`src/inc/sps_pkg.sv`:
```
// ==========================================================
// shared constants and types of the serial port status block
package sps_pkg;
  // register byte addresses on the bus
  localparam logic [7:0] ADDR_STATUS = 8'h00;
  localparam logic [7:0] ADDR_CTRL   = 8'h04;
  localparam logic [7:0] ADDR_BUF    = 8'h08;
  // status register bit positions
  localparam int         BIT_SAMPLE  = 7;
  localparam int         BIT_CKE     = 6;
  localparam int         BIT_FULL    = 0;
  // control register bit positions
  localparam int         CTRL_MASTER = 0;
  localparam int         CTRL_IDLE   = 1;
  localparam int         CTRL_BUSY   = 2;
  localparam int         CTRL_FULL   = 3;
  // values after reset
  localparam logic [7:0] STATUS_RST  = 8'h00;
  localparam logic [7:0] CTRL_RST    = 8'h00;
  localparam logic [7:0] BUF_RST     = 8'h00;
  // counts of cycles, ticks, bits and fifo entries
  localparam int         HALF_CYC    = 4;
  localparam int         BYTE_BITS   = 8;
  localparam int         LAST_TICK   = 17;
  localparam int         TX_DEPTH    = 16;

  typedef struct packed {
    logic sample;
    logic cke;
  } sps_phase_type;

  typedef struct packed {
    logic lead;
    logic trail;
    logic last;
  } sps_edge_type;
endpackage : sps_pkg

```
`src/hdl/sps_port.sv`:
```
// The placing of the registers and the APB interface to the registers were decided locally.
`timescale 1ns/1ns
// ==========================================================
// transmit fifo, flip-flop storage
module sps_fifo #(
  parameter int WIDTH = 8,
  parameter int DEPTH = sps_pkg::TX_DEPTH
) (
  input  wire logic             pclk,
  input  wire logic             presetn,
  input  wire logic             in_valid,
  output logic                  in_ready,
  input  wire logic [WIDTH-1:0] in_data,
  output logic                  out_valid,
  input  wire logic             out_ready,
  output logic      [WIDTH-1:0] out_data
);
  localparam int AW = $clog2(DEPTH);
  logic [WIDTH-1:0] mem_q [DEPTH];
  logic [AW:0]      wptr_q;
  logic [AW:0]      rptr_q;

  // full when pointers differ only in the wrap bit
  assign in_ready  = !((wptr_q[AW] != rptr_q[AW]) && (wptr_q[AW-1:0] == rptr_q[AW-1:0]));
  assign out_valid = (wptr_q != rptr_q);
  assign out_data  = mem_q[rptr_q[AW-1:0]];

  // storage write
  always_ff @(posedge pclk) begin
    if (in_valid && in_ready) begin
      mem_q[wptr_q[AW-1:0]] <= in_data;
    end
  end

  // pointers
  always_ff @(posedge pclk or negedge presetn) begin
    if (!presetn) begin
      wptr_q <= '0;
      rptr_q <= '0;
    end else begin
      if (in_valid && in_ready) begin
        wptr_q <= wptr_q + 1'b1;
      end
      if (out_valid && out_ready) begin
        rptr_q <= rptr_q + 1'b1;
      end
    end
  end
endmodule : sps_fifo

// ==========================================================
// serial port with status and phase register
module sps_port #(
  parameter int HALF_CYC = sps_pkg::HALF_CYC
) (
  input  wire logic        pclk,
  input  wire logic        presetn,
  input  wire logic        psel,
  input  wire logic        penable,
  input  wire logic        pwrite,
  input  wire logic [7:0]  paddr,
  input  wire logic [31:0] pwdata,
  output logic      [31:0] prdata,
  output logic             pready,
  output logic             pslverr,
  input  wire logic        sclk_in,
  output logic             sclk_out,
  output logic             sclk_oe,
  input  wire logic        sdi,
  output logic             sdo,
  output logic             sdo_oe,
  input  wire logic        sel_n_in
);
  typedef enum logic {ST_IDLE, ST_RUN} sps_state_type;

  sps_state_type        state_q;
  sps_pkg::sps_phase_type phase_q;
  sps_pkg::sps_edge_type  ev;
  logic                 master_q, ckp_q, full_q, skip_q, sclk_q;
  logic [7:0]           rx_q, rx_sh_q, tx_sh_q, div_q;
  logic [4:0]           tick_q;
  logic [2:0]           bit_q;
  logic [31:0]          prdata_q;
  logic                 sclk_s1, sclk_s2, sclk_s3, sdi_s1, sdi_s2, sel_n_s1, sel_n_s2;
  logic                 tick, change, mid, endsamp, samp, shift, start, byte_done, load;
  logic                 acc, wr_buf, rd_buf, buf_sel, tx_ready, tx_valid;
  logic [7:0]           tx_data;
  logic [4:0]           tnum;

  // ========================================================
  // bus decode; writes to a full fifo stall the bus
  assign acc     = psel && penable;
  assign buf_sel = (paddr == sps_pkg::ADDR_BUF);
  assign wr_buf  = acc && pwrite && buf_sel && tx_ready;
  assign rd_buf  = acc && !pwrite && buf_sel;
  assign pready  = !(psel && pwrite && buf_sel && !tx_ready);
  assign pslverr = acc && !(buf_sel || paddr == sps_pkg::ADDR_STATUS || paddr == sps_pkg::ADDR_CTRL);
  assign prdata  = prdata_q;

  // read data captured in the setup cycle
  always_ff @(posedge pclk or negedge presetn) begin
    if (!presetn) begin
      prdata_q <= 32'h0000_0000;
    end else if (psel && !penable) begin
      prdata_q <= 32'h0000_0000;
      case (paddr)
        sps_pkg::ADDR_STATUS: begin
          prdata_q[sps_pkg::BIT_SAMPLE] <= phase_q.sample;
          prdata_q[sps_pkg::BIT_CKE]    <= phase_q.cke;
          prdata_q[sps_pkg::BIT_FULL]   <= full_q;
        end
        sps_pkg::ADDR_CTRL: begin
          prdata_q[sps_pkg::CTRL_MASTER] <= master_q;
          prdata_q[sps_pkg::CTRL_IDLE]   <= ckp_q;
          prdata_q[sps_pkg::CTRL_BUSY]   <= (state_q == ST_RUN);
          prdata_q[sps_pkg::CTRL_FULL]   <= !tx_ready;
        end
        sps_pkg::ADDR_BUF: prdata_q[7:0] <= rx_q;
        default: prdata_q <= 32'h0000_0000;
      endcase
    end
  end

  // configuration registers; two-wire flag writes are dropped
  always_ff @(posedge pclk or negedge presetn) begin
    if (!presetn) begin
      phase_q  <= sps_pkg::STATUS_RST[sps_pkg::BIT_SAMPLE:sps_pkg::BIT_CKE];
      master_q <= sps_pkg::CTRL_RST[sps_pkg::CTRL_MASTER];
      ckp_q    <= sps_pkg::CTRL_RST[sps_pkg::CTRL_IDLE];
    end else if (acc && pwrite) begin
      if (paddr == sps_pkg::ADDR_STATUS) begin
        phase_q <= pwdata[sps_pkg::BIT_SAMPLE:sps_pkg::BIT_CKE];
      end
      if (paddr == sps_pkg::ADDR_CTRL) begin
        master_q <= pwdata[sps_pkg::CTRL_MASTER];
        ckp_q    <= pwdata[sps_pkg::CTRL_IDLE];
      end
    end
  end

  // ========================================================
  // two-flop synchronisers for the pins
  always_ff @(posedge pclk or negedge presetn) begin
    if (!presetn) begin
      {sclk_s1, sclk_s2, sclk_s3} <= 3'h0;
      {sdi_s1, sdi_s2}            <= 2'h0;
      {sel_n_s1, sel_n_s2}        <= 2'h3;
    end else begin
      {sclk_s1, sclk_s2, sclk_s3} <= {sclk_in, sclk_s1, sclk_s2};
      {sdi_s1, sdi_s2}            <= {sdi, sdi_s1};
      {sel_n_s1, sel_n_s2}        <= {sel_n_in, sel_n_s1};
    end
  end

  sps_fifo #(.WIDTH(8), .DEPTH(sps_pkg::TX_DEPTH)) u_txq (
    .pclk      (pclk),
    .presetn   (presetn),
    .in_valid  (acc && pwrite && buf_sel),
    .in_ready  (tx_ready),
    .in_data   (pwdata[7:0]),
    .out_valid (tx_valid),
    .out_ready (load),
    .out_data  (tx_data)
  );

  // ========================================================
  // clock edges: divider ticks in master, pin edges in slave
  assign tick = (state_q == ST_RUN) && master_q && (div_q == 8'(HALF_CYC - 1));
  assign tnum = tick_q + 5'h01;
  always_comb begin
    ev = '0;
    if (master_q) begin
      ev.lead  = tick && tnum[0] && (tnum != 5'(sps_pkg::LAST_TICK));
      ev.trail = tick && !tnum[0];
      ev.last  = tick && (tnum == 5'(sps_pkg::LAST_TICK));
    end else if (state_q == ST_RUN) begin
      ev.lead  = (sclk_s2 != sclk_s3) && (sclk_s2 != ckp_q);
      ev.trail = (sclk_s2 != sclk_s3) && (sclk_s2 == ckp_q);
    end
  end

  assign change  = phase_q.cke ? ev.trail : ev.lead;
  assign mid     = phase_q.cke ? ev.lead : ev.trail;
  assign shift   = change && !skip_q;
  assign endsamp = shift || (ev.last && !phase_q.cke);
  assign samp    = (master_q && phase_q.sample) ? endsamp : mid;
  assign byte_done = samp && (bit_q == 3'(sps_pkg::BYTE_BITS - 1));
  assign start   = (state_q == ST_IDLE) && (master_q ? tx_valid : !sel_n_s2);
  // slave reloads after each byte while still selected
  assign load    = (start || (byte_done && !master_q)) && tx_valid;

  // sequencer state, divider and tick count
  always_ff @(posedge pclk or negedge presetn) begin
    if (!presetn) begin
      state_q <= ST_IDLE;
      div_q   <= 8'h00;
      tick_q  <= 5'h00;
    end else begin
      div_q <= tick ? 8'h00 : ((state_q == ST_RUN) ? div_q + 8'h01 : 8'h00);
      if (tick) begin
        tick_q <= tnum;
      end
      if (start) begin
        state_q <= ST_RUN;
        tick_q  <= 5'h00;
      end else if (ev.last || (!master_q && sel_n_s2)) begin
        state_q <= ST_IDLE;
      end
    end
  end

  // master clock pin: toggles on each tick but the last, rests at idle level
  always_ff @(posedge pclk or negedge presetn) begin
    if (!presetn) begin
      sclk_q <= 1'b0;
    end else if (state_q == ST_IDLE) begin
      sclk_q <= ckp_q;
    end else if (tick && !ev.last) begin
      sclk_q <= !sclk_q;
    end
  end

  // shift registers; first change edge skipped when it is the leading edge (cke clear)
  always_ff @(posedge pclk or negedge presetn) begin
    if (!presetn) begin
      tx_sh_q <= 8'h00;
      rx_sh_q <= 8'h00;
      bit_q   <= 3'h0;
      skip_q  <= 1'b0;
    end else begin
      if (start || (byte_done && !master_q)) begin
        tx_sh_q <= tx_valid ? tx_data : 8'h00;
        skip_q  <= !phase_q.cke;
      end else if (change) begin
        skip_q <= 1'b0;
        if (shift) begin
          tx_sh_q <= {tx_sh_q[6:0], 1'b0};
        end
      end
      if (start) begin
        bit_q <= 3'h0;
      end else if (samp) begin
        rx_sh_q <= {rx_sh_q[6:0], sdi_s2};
        bit_q   <= bit_q + 3'h1;
      end
    end
  end

  // received byte and buffer-full flag; a new byte wins over the clear
  always_ff @(posedge pclk or negedge presetn) begin
    if (!presetn) begin
      rx_q <= sps_pkg::BUF_RST;
      full_q <= sps_pkg::STATUS_RST[sps_pkg::BIT_FULL];
    end else begin
      if (byte_done) begin
        rx_q   <= {rx_sh_q[6:0], sdi_s2};
        full_q <= 1'b1;
      end else if (rd_buf) begin
        full_q <= 1'b0;
      end
    end
  end

  assign sclk_out = sclk_q;
  assign sclk_oe  = master_q;
  assign sdo      = tx_sh_q[7];
  assign sdo_oe   = master_q || !sel_n_s2;

  // ========================================================
  // checks
  a_full_set: assert property (@(posedge pclk) disable iff (!presetn)
    byte_done |=> full_q && rx_q == $past({rx_sh_q[6:0], sdi_s2})) else $error("full flag not set");
  a_full_clear: assert property (@(posedge pclk) disable iff (!presetn)
    rd_buf && !byte_done |=> !full_q) else $error("full flag not cleared by read");
  a_i2c_zero: assert property (@(posedge pclk) disable iff (!presetn)
    acc && paddr == sps_pkg::ADDR_STATUS |-> prdata[5:1] == 5'h00) else $error("two-wire flags not zero");
  a_out_edge: assert property (@(posedge pclk) disable iff (!presetn)
    master_q && state_q == ST_RUN && $changed(tx_sh_q[7]) && !$past(load) && !$past(start)
    |-> (sclk_q == ckp_q) == phase_q.cke) else $error("output changed on wrong edge");
  a_sample_pt: assert property (@(posedge pclk) disable iff (!presetn)
    master_q && samp |-> (phase_q.sample ? !mid : mid)) else $error("sample point wrong");
  a_byte_len: assert property (@(posedge pclk) disable iff (!presetn)
    master_q && start |-> !byte_done [*8]) else $error("byte too short");
endmodule : sps_port

```
`config.mk`:
```
export PLATFORM = sky130hd
export DESIGN_NAME = sps_port
export DESIGN_NICKNAME = d
export VERILOG_FILES = /design/src/inc/sps_pkg.sv /design/src/hdl/sps_port.sv
export SDC_FILE = /design/constraint.sdc
export NUM_CORES = 1
export LEC_CHECK = 0
export BUFFER_PORTS_ARGS = -buffer_cell sky130_fd_sc_hd__buf_2
export CORE_MARGIN = 1.5
export CORE_UTILIZATION = 55
export DETAILED_ROUTE_END_ITERATION = 8
export PLACE_DENSITY = 0.82
export SYNTH_ARGS = -nofsm -noshare
export SYNTH_HDL_FRONTEND = slang
export SYNTH_SLANG_ARGS = --single-unit
```
`constraint.sdc`:
```
create_clock -name pclk -period 6.76 [get_ports pclk]
set_input_delay 0.338 -clock pclk [delete_from_list [all_inputs] [get_ports pclk]]
set_output_delay 0.338 -clock pclk [all_outputs]
set_load 0.005 [all_outputs]
```
-- Yosys cells after proc, flatten, opt, wreduce, memory -nomap -nowiden
Memory sizes are Yosys's and may differ from the RTL's.
Index checks and enable logic that the tools add are counted.
Widths: inputs -> output; s select.
- bitwise logic cells: 2
- eq/ne operators: 13
- add/subtract/negate cells: 5
- reduce and logical (&&, ||, !) cells: 59
- muxes and demuxes: 31
- operators by type and width (cell ; number):
    $mux 8 ; 6
    $logic_and 1x1->1 ; 30
    $add 5x1->5 const B ; 3
    $mux 1 ; 15
    $logic_not 1->1 ; 12
    $reduce_bool 2->1 ; 6
    $mux 5 ; 2
    $add 8x1->8 const B ; 1
    $eq 8x2->1 const B ; 1
    $eq 8x3->1 const B ; 1
    $eq 8x4->1 const B ; 1
    $logic_not 8->1 ; 1
    $reduce_and 2->1 ; 4
    $logic_or 1x1->1 ; 6
    $mux 2 ; 3
    $mux 3 ; 2
    $pmux 3 s2 ; 1
    $eq 5x5->1 const B ; 1
    $ne 5x5->1 ; 1
    $ne 5x5->1 const B ; 1
    $eq 4x4->1 ; 1
    $pmux 2 s2 ; 1
    $add 3x1->3 const B ; 1
    $eq 3x3->1 const B ; 1
    5 further kinds ; 8
- register bits: 72
- memories kept: 1
- RAM bits: 128
- logic and storage cells: 135
- memories (memory ; depth ; bits a word ; read ports ; clocked after memory_dff ; write ports ; RTL line ; source):
    u_txq.mem_q ; 16 ; 8 ; 1 ; 0 ; 1 ; sps_port.sv:19 ; logic [WIDTH-1:0] mem_q [DEPTH];

-- Longest topological paths before layout
Gate-level depths: netlist (run 1).
- depth in word-level cells: 14
- gate-level depth with buffers: 8
- mapped depth without buffers: 7

-- By module
Synthesis (run 1) repeated with hierarchy kept, for this count alone.
- cells, all modules: 572
- area, all modules: 8800.9 um^2
- by module, submodules not included (module ; times used ; cells an instance ; area each (um^2)):
    sps_fifo ; 1 ; 279 ; 5627.9
    sps_port ; 1 ; 293 ; 3173.0

-- Worst setup path after synthesis (run 1)
No wires, ideal clock.
- kind: flip-flop to flip-flop
- start point: reg u_txq.rptr_q[0]
- end point: mem u_txq.mem_q[3][0] (enable)
- clock period less this slack: 2.469 ns
- required time: 6.377 ns
- arrival time: 2.086 ns
- cell stages (with the launch flop): 7
- setup time: 0.383 ns
- path slack: 4.291 ns
- cell sequence: dfrtp_1 buf_2 xor2_1 nor4_4 a211oi_2 nand2_1 nor3_1
- longest elaborated chain between the ends: 6
- RTL lines (item ; RTL line ; source):
    start, declared ; sps_port.sv:21 ; logic [AW:0] rptr_q;
    start signal, assigned ; sps_port.sv:45 ; rptr_q <= rptr_q + 1'b1;
    $eq 4x4->1 ; sps_port.sv:24 ; assign in_ready = !((wptr_q[AW] != rptr_q[AW]) && (wptr_q[AW-1:0] == rptr_q[AW-1:0]));
    $logic_and 1x1->1 ; sps_port.sv:24 ;
    $logic_not 1->1 ; sps_port.sv:24 ;
    $logic_and 1x1->1 ; sps_port.sv:30 ; if (in_valid && in_ready) begin
    $mux 1 ; sps_port.sv:30 ;
    $mux 1 (not written as such) ; sps_port.sv:31 ; mem_q[wptr_q[AW-1:0]] <= in_data;
    end, declared ; sps_port.sv:19 ;
Every way passes these cells.

-- Worst setup path in the final report (run 1)
- start point: reg u_txq.rptr_q[0]
- end point: mem u_txq.mem_q[15][6] (enable)
Same word-level chain as after synthesis.

==> flow_summary.toml, run 1 <==
[logic_synthesis]
synth_most_common_cell = "edfxtp_1"
synth_area_leader_cell = "edfxtp_1"
synth_compound_area_frac = 0.03445
synth.ff_latch_count = 200
ys_top_cells_by_count = "edfxtp_1 (128), dfrtp_1 (70), nand2_1 (45), mux4_2 (40), nor2_1 (29)"
async_flop_share = 0.3600
syn_avg_cell_area_um2 = 15.96
syn_area_um2 = 8572
synth_cells = 537
synth.distinct_cells = 55
synth_top_family_by_area = "multiplexers"
synthMuxAreaShare = 0.1546
synth-edff-count = 128
synth_area_leaders = "edfxtp_1 (45%), dfrtp_1 (20%), mux4_2 (11%)"
netlist.area_leader.share = 0.4484
ys.flop_type = "edfxtp_1"
yosysSeqAreaShare = 0.6589
synth_adder_area_share = 0.01460
yosys_warnings = 0
synthXorXnorAreaFrac = 0.02452
yosys.area_share.simple = 0.07444

[global_routing]
grt_usage = 0.2108
overflow = 0
grt_start_max_net_pins = 73
antenna_found_initial = 0
grt_first_pass_wirelength_um = 25340
grt_pass1_vias = 4801

[clocking]
path_clk_slew_ns = 0.07
postCtsSetupRepairBufs = 0
cts_tree = "yes"
cts_inserted_buffers = 17
clk_latency_ns = 0.44
clock-sinks = 200
htreeDepth = 4
cts_root_buf = "clkbuf_16"
clockBufferDepth = 2

[placed_design]
portBuffers = 37
dp_hpwl_um = 10500
place_area_um2 = 8846
routabilityCongestion = 0.8203
dp.cells = 747

[final_layout]
fin_util = 0.6216
area_delta_synth_final_pct = 10.25
drive_gt1_frac = 0.2407
num_antenna_cells = 0
design_area_um2 = 9450
final_nets = 639
final_cells = 782

[drt]
wl_um = 15930
via_per_inst = 5.930
wl_per_cell_um = 20.37
dr.pass1.iters = 7
via_count = 4637
drc_errors = 0
final_antenna_net_count = 0
drtIter0Drc = 391

[floorplan]
io_pins = 86
start_util = 0.5639
die_h_um = 127.8
chipWidth_um = 127.8
die_area_um2 = 16340
coreArea_um2 = 15200
rows = 45

[timing]
slew_headroom = 0.3802
clock.fmax_mhz = 309.6
tightest_slew_ns = 0.9263
finalHoldViolCount = 0
rsz0062_at_grt = "no"
drv_slew = 0
holdWs_ns = 0.03741
setup_viol = 0
fin_worst_skew_ns = 0.01027
tns_ns = 0
min_period_ns = 3.230
final.period_utilization = 0.4778

[critical_path]
crit_required_ns = 6.82
path_class = "flop to flop"
crit_arrival_ns = 3.29
critPathLaunch = "u_txq.rptr_q[0]"
cp-start-kind = "flop"
cp_max_fo = 36
crit_path_end_kind = "flop"
r2r-start = "u_txq.rptr_q[0]"

[power]
p_leak_nw = 3.604
power_density_nw_per_um2 = 325.5
ir_worst_vdd_v = 0.0002331

[flow_run]
max-cap-violations = 0

[status]
outcome = "finished clean"

[worst_hold_path]
hold_class = "input port to asynchronous set/reset pin"
## kinds of logic after synthesis
group           Yosys count
compound gates           42
xor+xnor                 24
fa+ha+maj                10
buf+inv                  56
flops                   200
mux                      80
other cells               1
simple gates            124
## cell usage in the layout, fill, tap and decap left out, types with 2 or more instances in the layout
master,n
inv_6,4
and2_1,2
and3_1,5
nor3_1,5
a22oi_1,4
nor3b_1,2
edfxtp_1,128
dlygate4sd3_1,3
a21oi_1,6
conb_1,24
mux4_2,40
o31ai_1,4
clkbuf_16,17
dfrtp_1,69
clkinvlp_4,2
mux2i_1,21
buf_2,36
nand2_1,45
nand4_1,5
buf_4,7
nor2b_1,2
o211ai_1,7
mux2_1,3
o21ai_0,10
clkbuf_1,2
mux2_2,16
clkinv_8,2
nor4b_2,2
nor2_1,29
nand4b_1,2
dfstp_2,2
inv_1,12
ha_1,10
xor2_1,12
nand2b_1,8
nand3_1,6
xnor2_1,12
## area by class of cell
class / instances / area, um2
multi-input cells: 304 / 2684
fillers: 1042 / 5752
clock buffers: 19 / 432.9
clock inverters: 13 / 141.4
inverters: 12 / 45.04
flip-flops and latches: 200 / 5649
well taps: 188 / 235.2
repair buffers: 46 / 262.8
## registers in the layout (all words and copies together) (netlist names), 2 cells and up
| register | count |
|---|---|
| u_txq.mem_q | 128 |
| div_q | 8 |
| prdata | 8 |
| rx_q | 8 |
| tx_sh_q | 8 |
| rx_sh_q | 7 |
| tick_q | 5 |
| u_txq.rptr_q | 5 |
| u_txq.wptr_q | 5 |
| bit_q | 3 |
| phase_q | 2 |
## final timing paths
check	slack (ns)	cells past startpoint	to
max	3.53	6	u_txq.mem_q[15][6]
max in group asynchronous	6.10	1	u_txq.rptr_q[0]
min	0.04	1	div_q[0]
max reg2reg	3.53	6	u_txq.mem_q[15][6]
min in group pclk	0.16	3	full_q
min reg2reg	0.35	0	sdi_s2
## report_power, final
part / total (W) / internal [W] / switching, W
clock: 0.000976 / 0.000519 / 0.000457
combinational: 0.000649 / 0.000344 / 0.000305
sequential: 0.00145 / 0.00137 / 0.0000767
total: 0.00308 / 0.00224 / 0.000839
## per-layer routing
layer	global-route usage	up-vias	share of wire
met5	0	-	0
met4	0.06213	0	0.013
met3	0.05259	21	0.044
met2	0.3602	138	0.53
met1	0.2696	2409	0.41
li1	-	2069	-
## timing repair
item | 4_1_cts | 5_1_grt
resized for setup | 0 | 0
hold endpoints to repair | 3 | 0
hold buffers | 3 | 0
## critical path: stages, from the launching register on
cell and delay (ns):
dfrtp_2 0.34, buf_4 0.56, xor2_1 0.29, nor4_4 0.07
a211oi_2 0.56, nand2_1 0.28, nor2_1 0.74
## per-stage QoR
| step | total power [W] | setup WS, ns |
|---|---|---|
| after floorplan | 0.001977 | 4.291 |
| after global placement | 0.002104 | 3.597 |
| after detailed placement | 0.002130 | 3.484 |
| after CTS | 0.003103 | 3.469 |
| after global routing | 0.003204 | 3.183 |
| final | 0.003076 | 3.530 |
No activity file was read; power rests on OpenSTA's default activity.
==> run 2: changes to the inputs <==
==> constraint.sdc (replaced) <==
create_clock -name pclk -period 3.3 [get_ports pclk]
set_input_delay 0.165 -clock pclk [delete_from_list [all_inputs] [get_ports pclk]]
set_output_delay 0.165 -clock pclk [all_outputs]
set_load 0.005 [all_outputs]
==> run 2 against run 1 <==
  * Sequential power up 100%
  * Largest cell class unchanged
  * Setup slack worse by 2.9 ns
  * Sequential share of layout area down 1.4 points
  * Combinational power up 120%
  * Critical path depth unchanged
  * Non-clock buffer count up 18
  * Power up 120%
==> flow_summary.toml, run 2 (synthesis results as in run 1) <==
[timing]
slew_headroom = 0.3986
fin_ws_ns = 0.5959
min_period_ns = 2.704
drv_slew = 0
tightest_slew_ns = 0.9021
final.period_utilization = 0.8194
fin_worst_skew_ns = 0.01456
setup_viol = 0
rsz0062_at_grt = "no"
clock.fmax_mhz = 369.8
tns_ns = 0
finalHoldViolCount = 0

[final_layout]
layout_common_cells = "edfxtp_1 (128), dfrtp_1 (69), nand2_1 (45), mux4_2 (40), buf_2 (36)"
num_antenna_cells = 0
mostFrequentLayoutCell = "edfxtp_1"
drive_gt1_frac = 0.2631
largest_reg_flops = 128
area_delta_synth_final_pct = 12.84
final_nets = 657
fill_cells = 1055

[placed_design]
portBuffers = 37
pre_cts_slack_ns = 0.6675
dp_hpwl_um = 10710
routabilityCongestion = 0.8284

[floorplan]
rows = 45
die_h_um = 127.8
coreArea_um2 = 15200
io_pins = 86
die_area_um2 = 16340
chipWidth_um = 127.8
start_util = 0.5639

[global_routing]
antenna_found_initial = 1
grt_pass1_vias = 4845
grt_start_max_net_pins = 73
overflow = 0
grt_first_pass_wirelength_um = 26540
grt_usage = 0.2225

[power]
pwr-share-seq = 0.441
switchingPower_w = 0.001807
power_density_nw_per_um2 = 688.5
p_clk_frac = 0.344
intPower_w = 0.004853
pwr-share-comb = 0.214
swShare = 0.2713
ir_worst_vdd_v = 0.0004634
p_leak_nw = 3.746

[drt]
wl_um = 16890
via_count = 4767
dr.pass1.iters = 5
drtIter0Drc = 325
drc_errors = 0
final_antenna_net_count = 0
wl_per_cell_um = 21.11
via_per_inst = 5.959

[flow_run]
max-cap-violations = 0

[clocking]
clock-sinks = 200
cts_root_buf = "clkbuf_16"
path_clk_slew_ns = 0.08
postCtsSetupRepairBufs = 0
cts_resized = 0
clk_latency_ns = 0.44
clockBufferDepth = 2
cts_tree = "yes"
cts_inserted_buffers = 17
postCtsHoldBufs = 4
htreeDepth = 4

[critical_path]
path_class = "flop to flop"
cp-start-kind = "flop"
crit_arrival_ns = 2.85
crit_path_end_kind = "flop"
cp_max_fo = 10
crit_required_ns = 3.45

[worst_hold_path]
hold_class = "input port to flop"

[status]
outcome = "finished clean"
==> run 2: power groups by stage <==
stage / logic, W / clock network (W) / registers [W]
floorplan: 0.00111 / 0 / 0.00294
finish: 0.00143 / 0.00229 / 0.00294
CTS: 0.00144 / 0.00231 / 0.00294
global placement: 0.00136 / 0 / 0.00298
global route: 0.00155 / 0.00241 / 0.00296
detailed placement: 0.00140 / 0 / 0.00299
==> run 2: final timing paths <==
| kind | start | endpoint | slack (ns) | cells after the start |
|---|---|---|---|---|
| min reg2reg | sdi_s1 | sdi_s2 | 0.35 | 0 |
| max in group asynchronous | presetn | u_txq.rptr_q[0] | 2.26 | 2 |
| min in group asynchronous | presetn | div_q[5] | 0.38 | 2 |
| max reg2reg | u_txq.wptr_q[2] | u_txq.mem_q[12][6] | 0.60 | 6 |
| max | u_txq.wptr_q[2] | u_txq.mem_q[12][6] | 0.60 | 6 |
| min | pwrite | full_q | 0.05 | 3 |
==> run 2: area by class of cell <==
| cell class | instances | area, um2 | area share |
|---|---|---|---|
| Sequential cell | 200 | 5649 | 0.5840 |
| Multi-Input combinational cell | 304 | 2684 | 0.2775 |
| Clock buffer | 18 | 429.2 | 0.04437 |
| Timing Repair Buffer | 64 | 400.4 | 0.04139 |
| Tap cell | 188 | 235.2 | 0.02432 |
| Clock inverter | 14 | 230.2 | 0.02380 |
| Inverter | 12 | 45.04 | 0.004657 |
==> run 2: stage by stage <==
step | total power (W) | hold WS (ns) | instances | util | instance area, um2
after floorplan | 0.004049 | -0.1306 | 560 | - | 8658
after global placement | 0.004336 | 0.2736 | 764 | 0.5903 | 8974
after detailed placement | 0.004392 | 0.2743 | 764 | 0.5903 | 8974
after CTS | 0.006692 | 0.04393 | 800 | 0.6363 | 9673
after global routing | 0.006921 | 0.06868 | 800 | 0.6363 | 9673
final | 0.006660 | 0.05295 | 800 | 0.6363 | 9673
==> run 2: critical path, cell delays in order (launching register included) <==
cell	delay (ns)
dfrtp_1	0.58
xor2_1	0.33
nor4_4	0.11
a211oi_2	0.55
nand2_1	0.26
nor2_1	0.35
buf_4	0.24
==> run 2: layer usage <==
metal,routed length (um),part of all wire,GRT usage
met1,6564,0.39,0.2760
met2,8800,0.52,0.3665
met3,887,0.053,0.05885
met4,619,0.037,0.1077
met5,13,0.00077,0
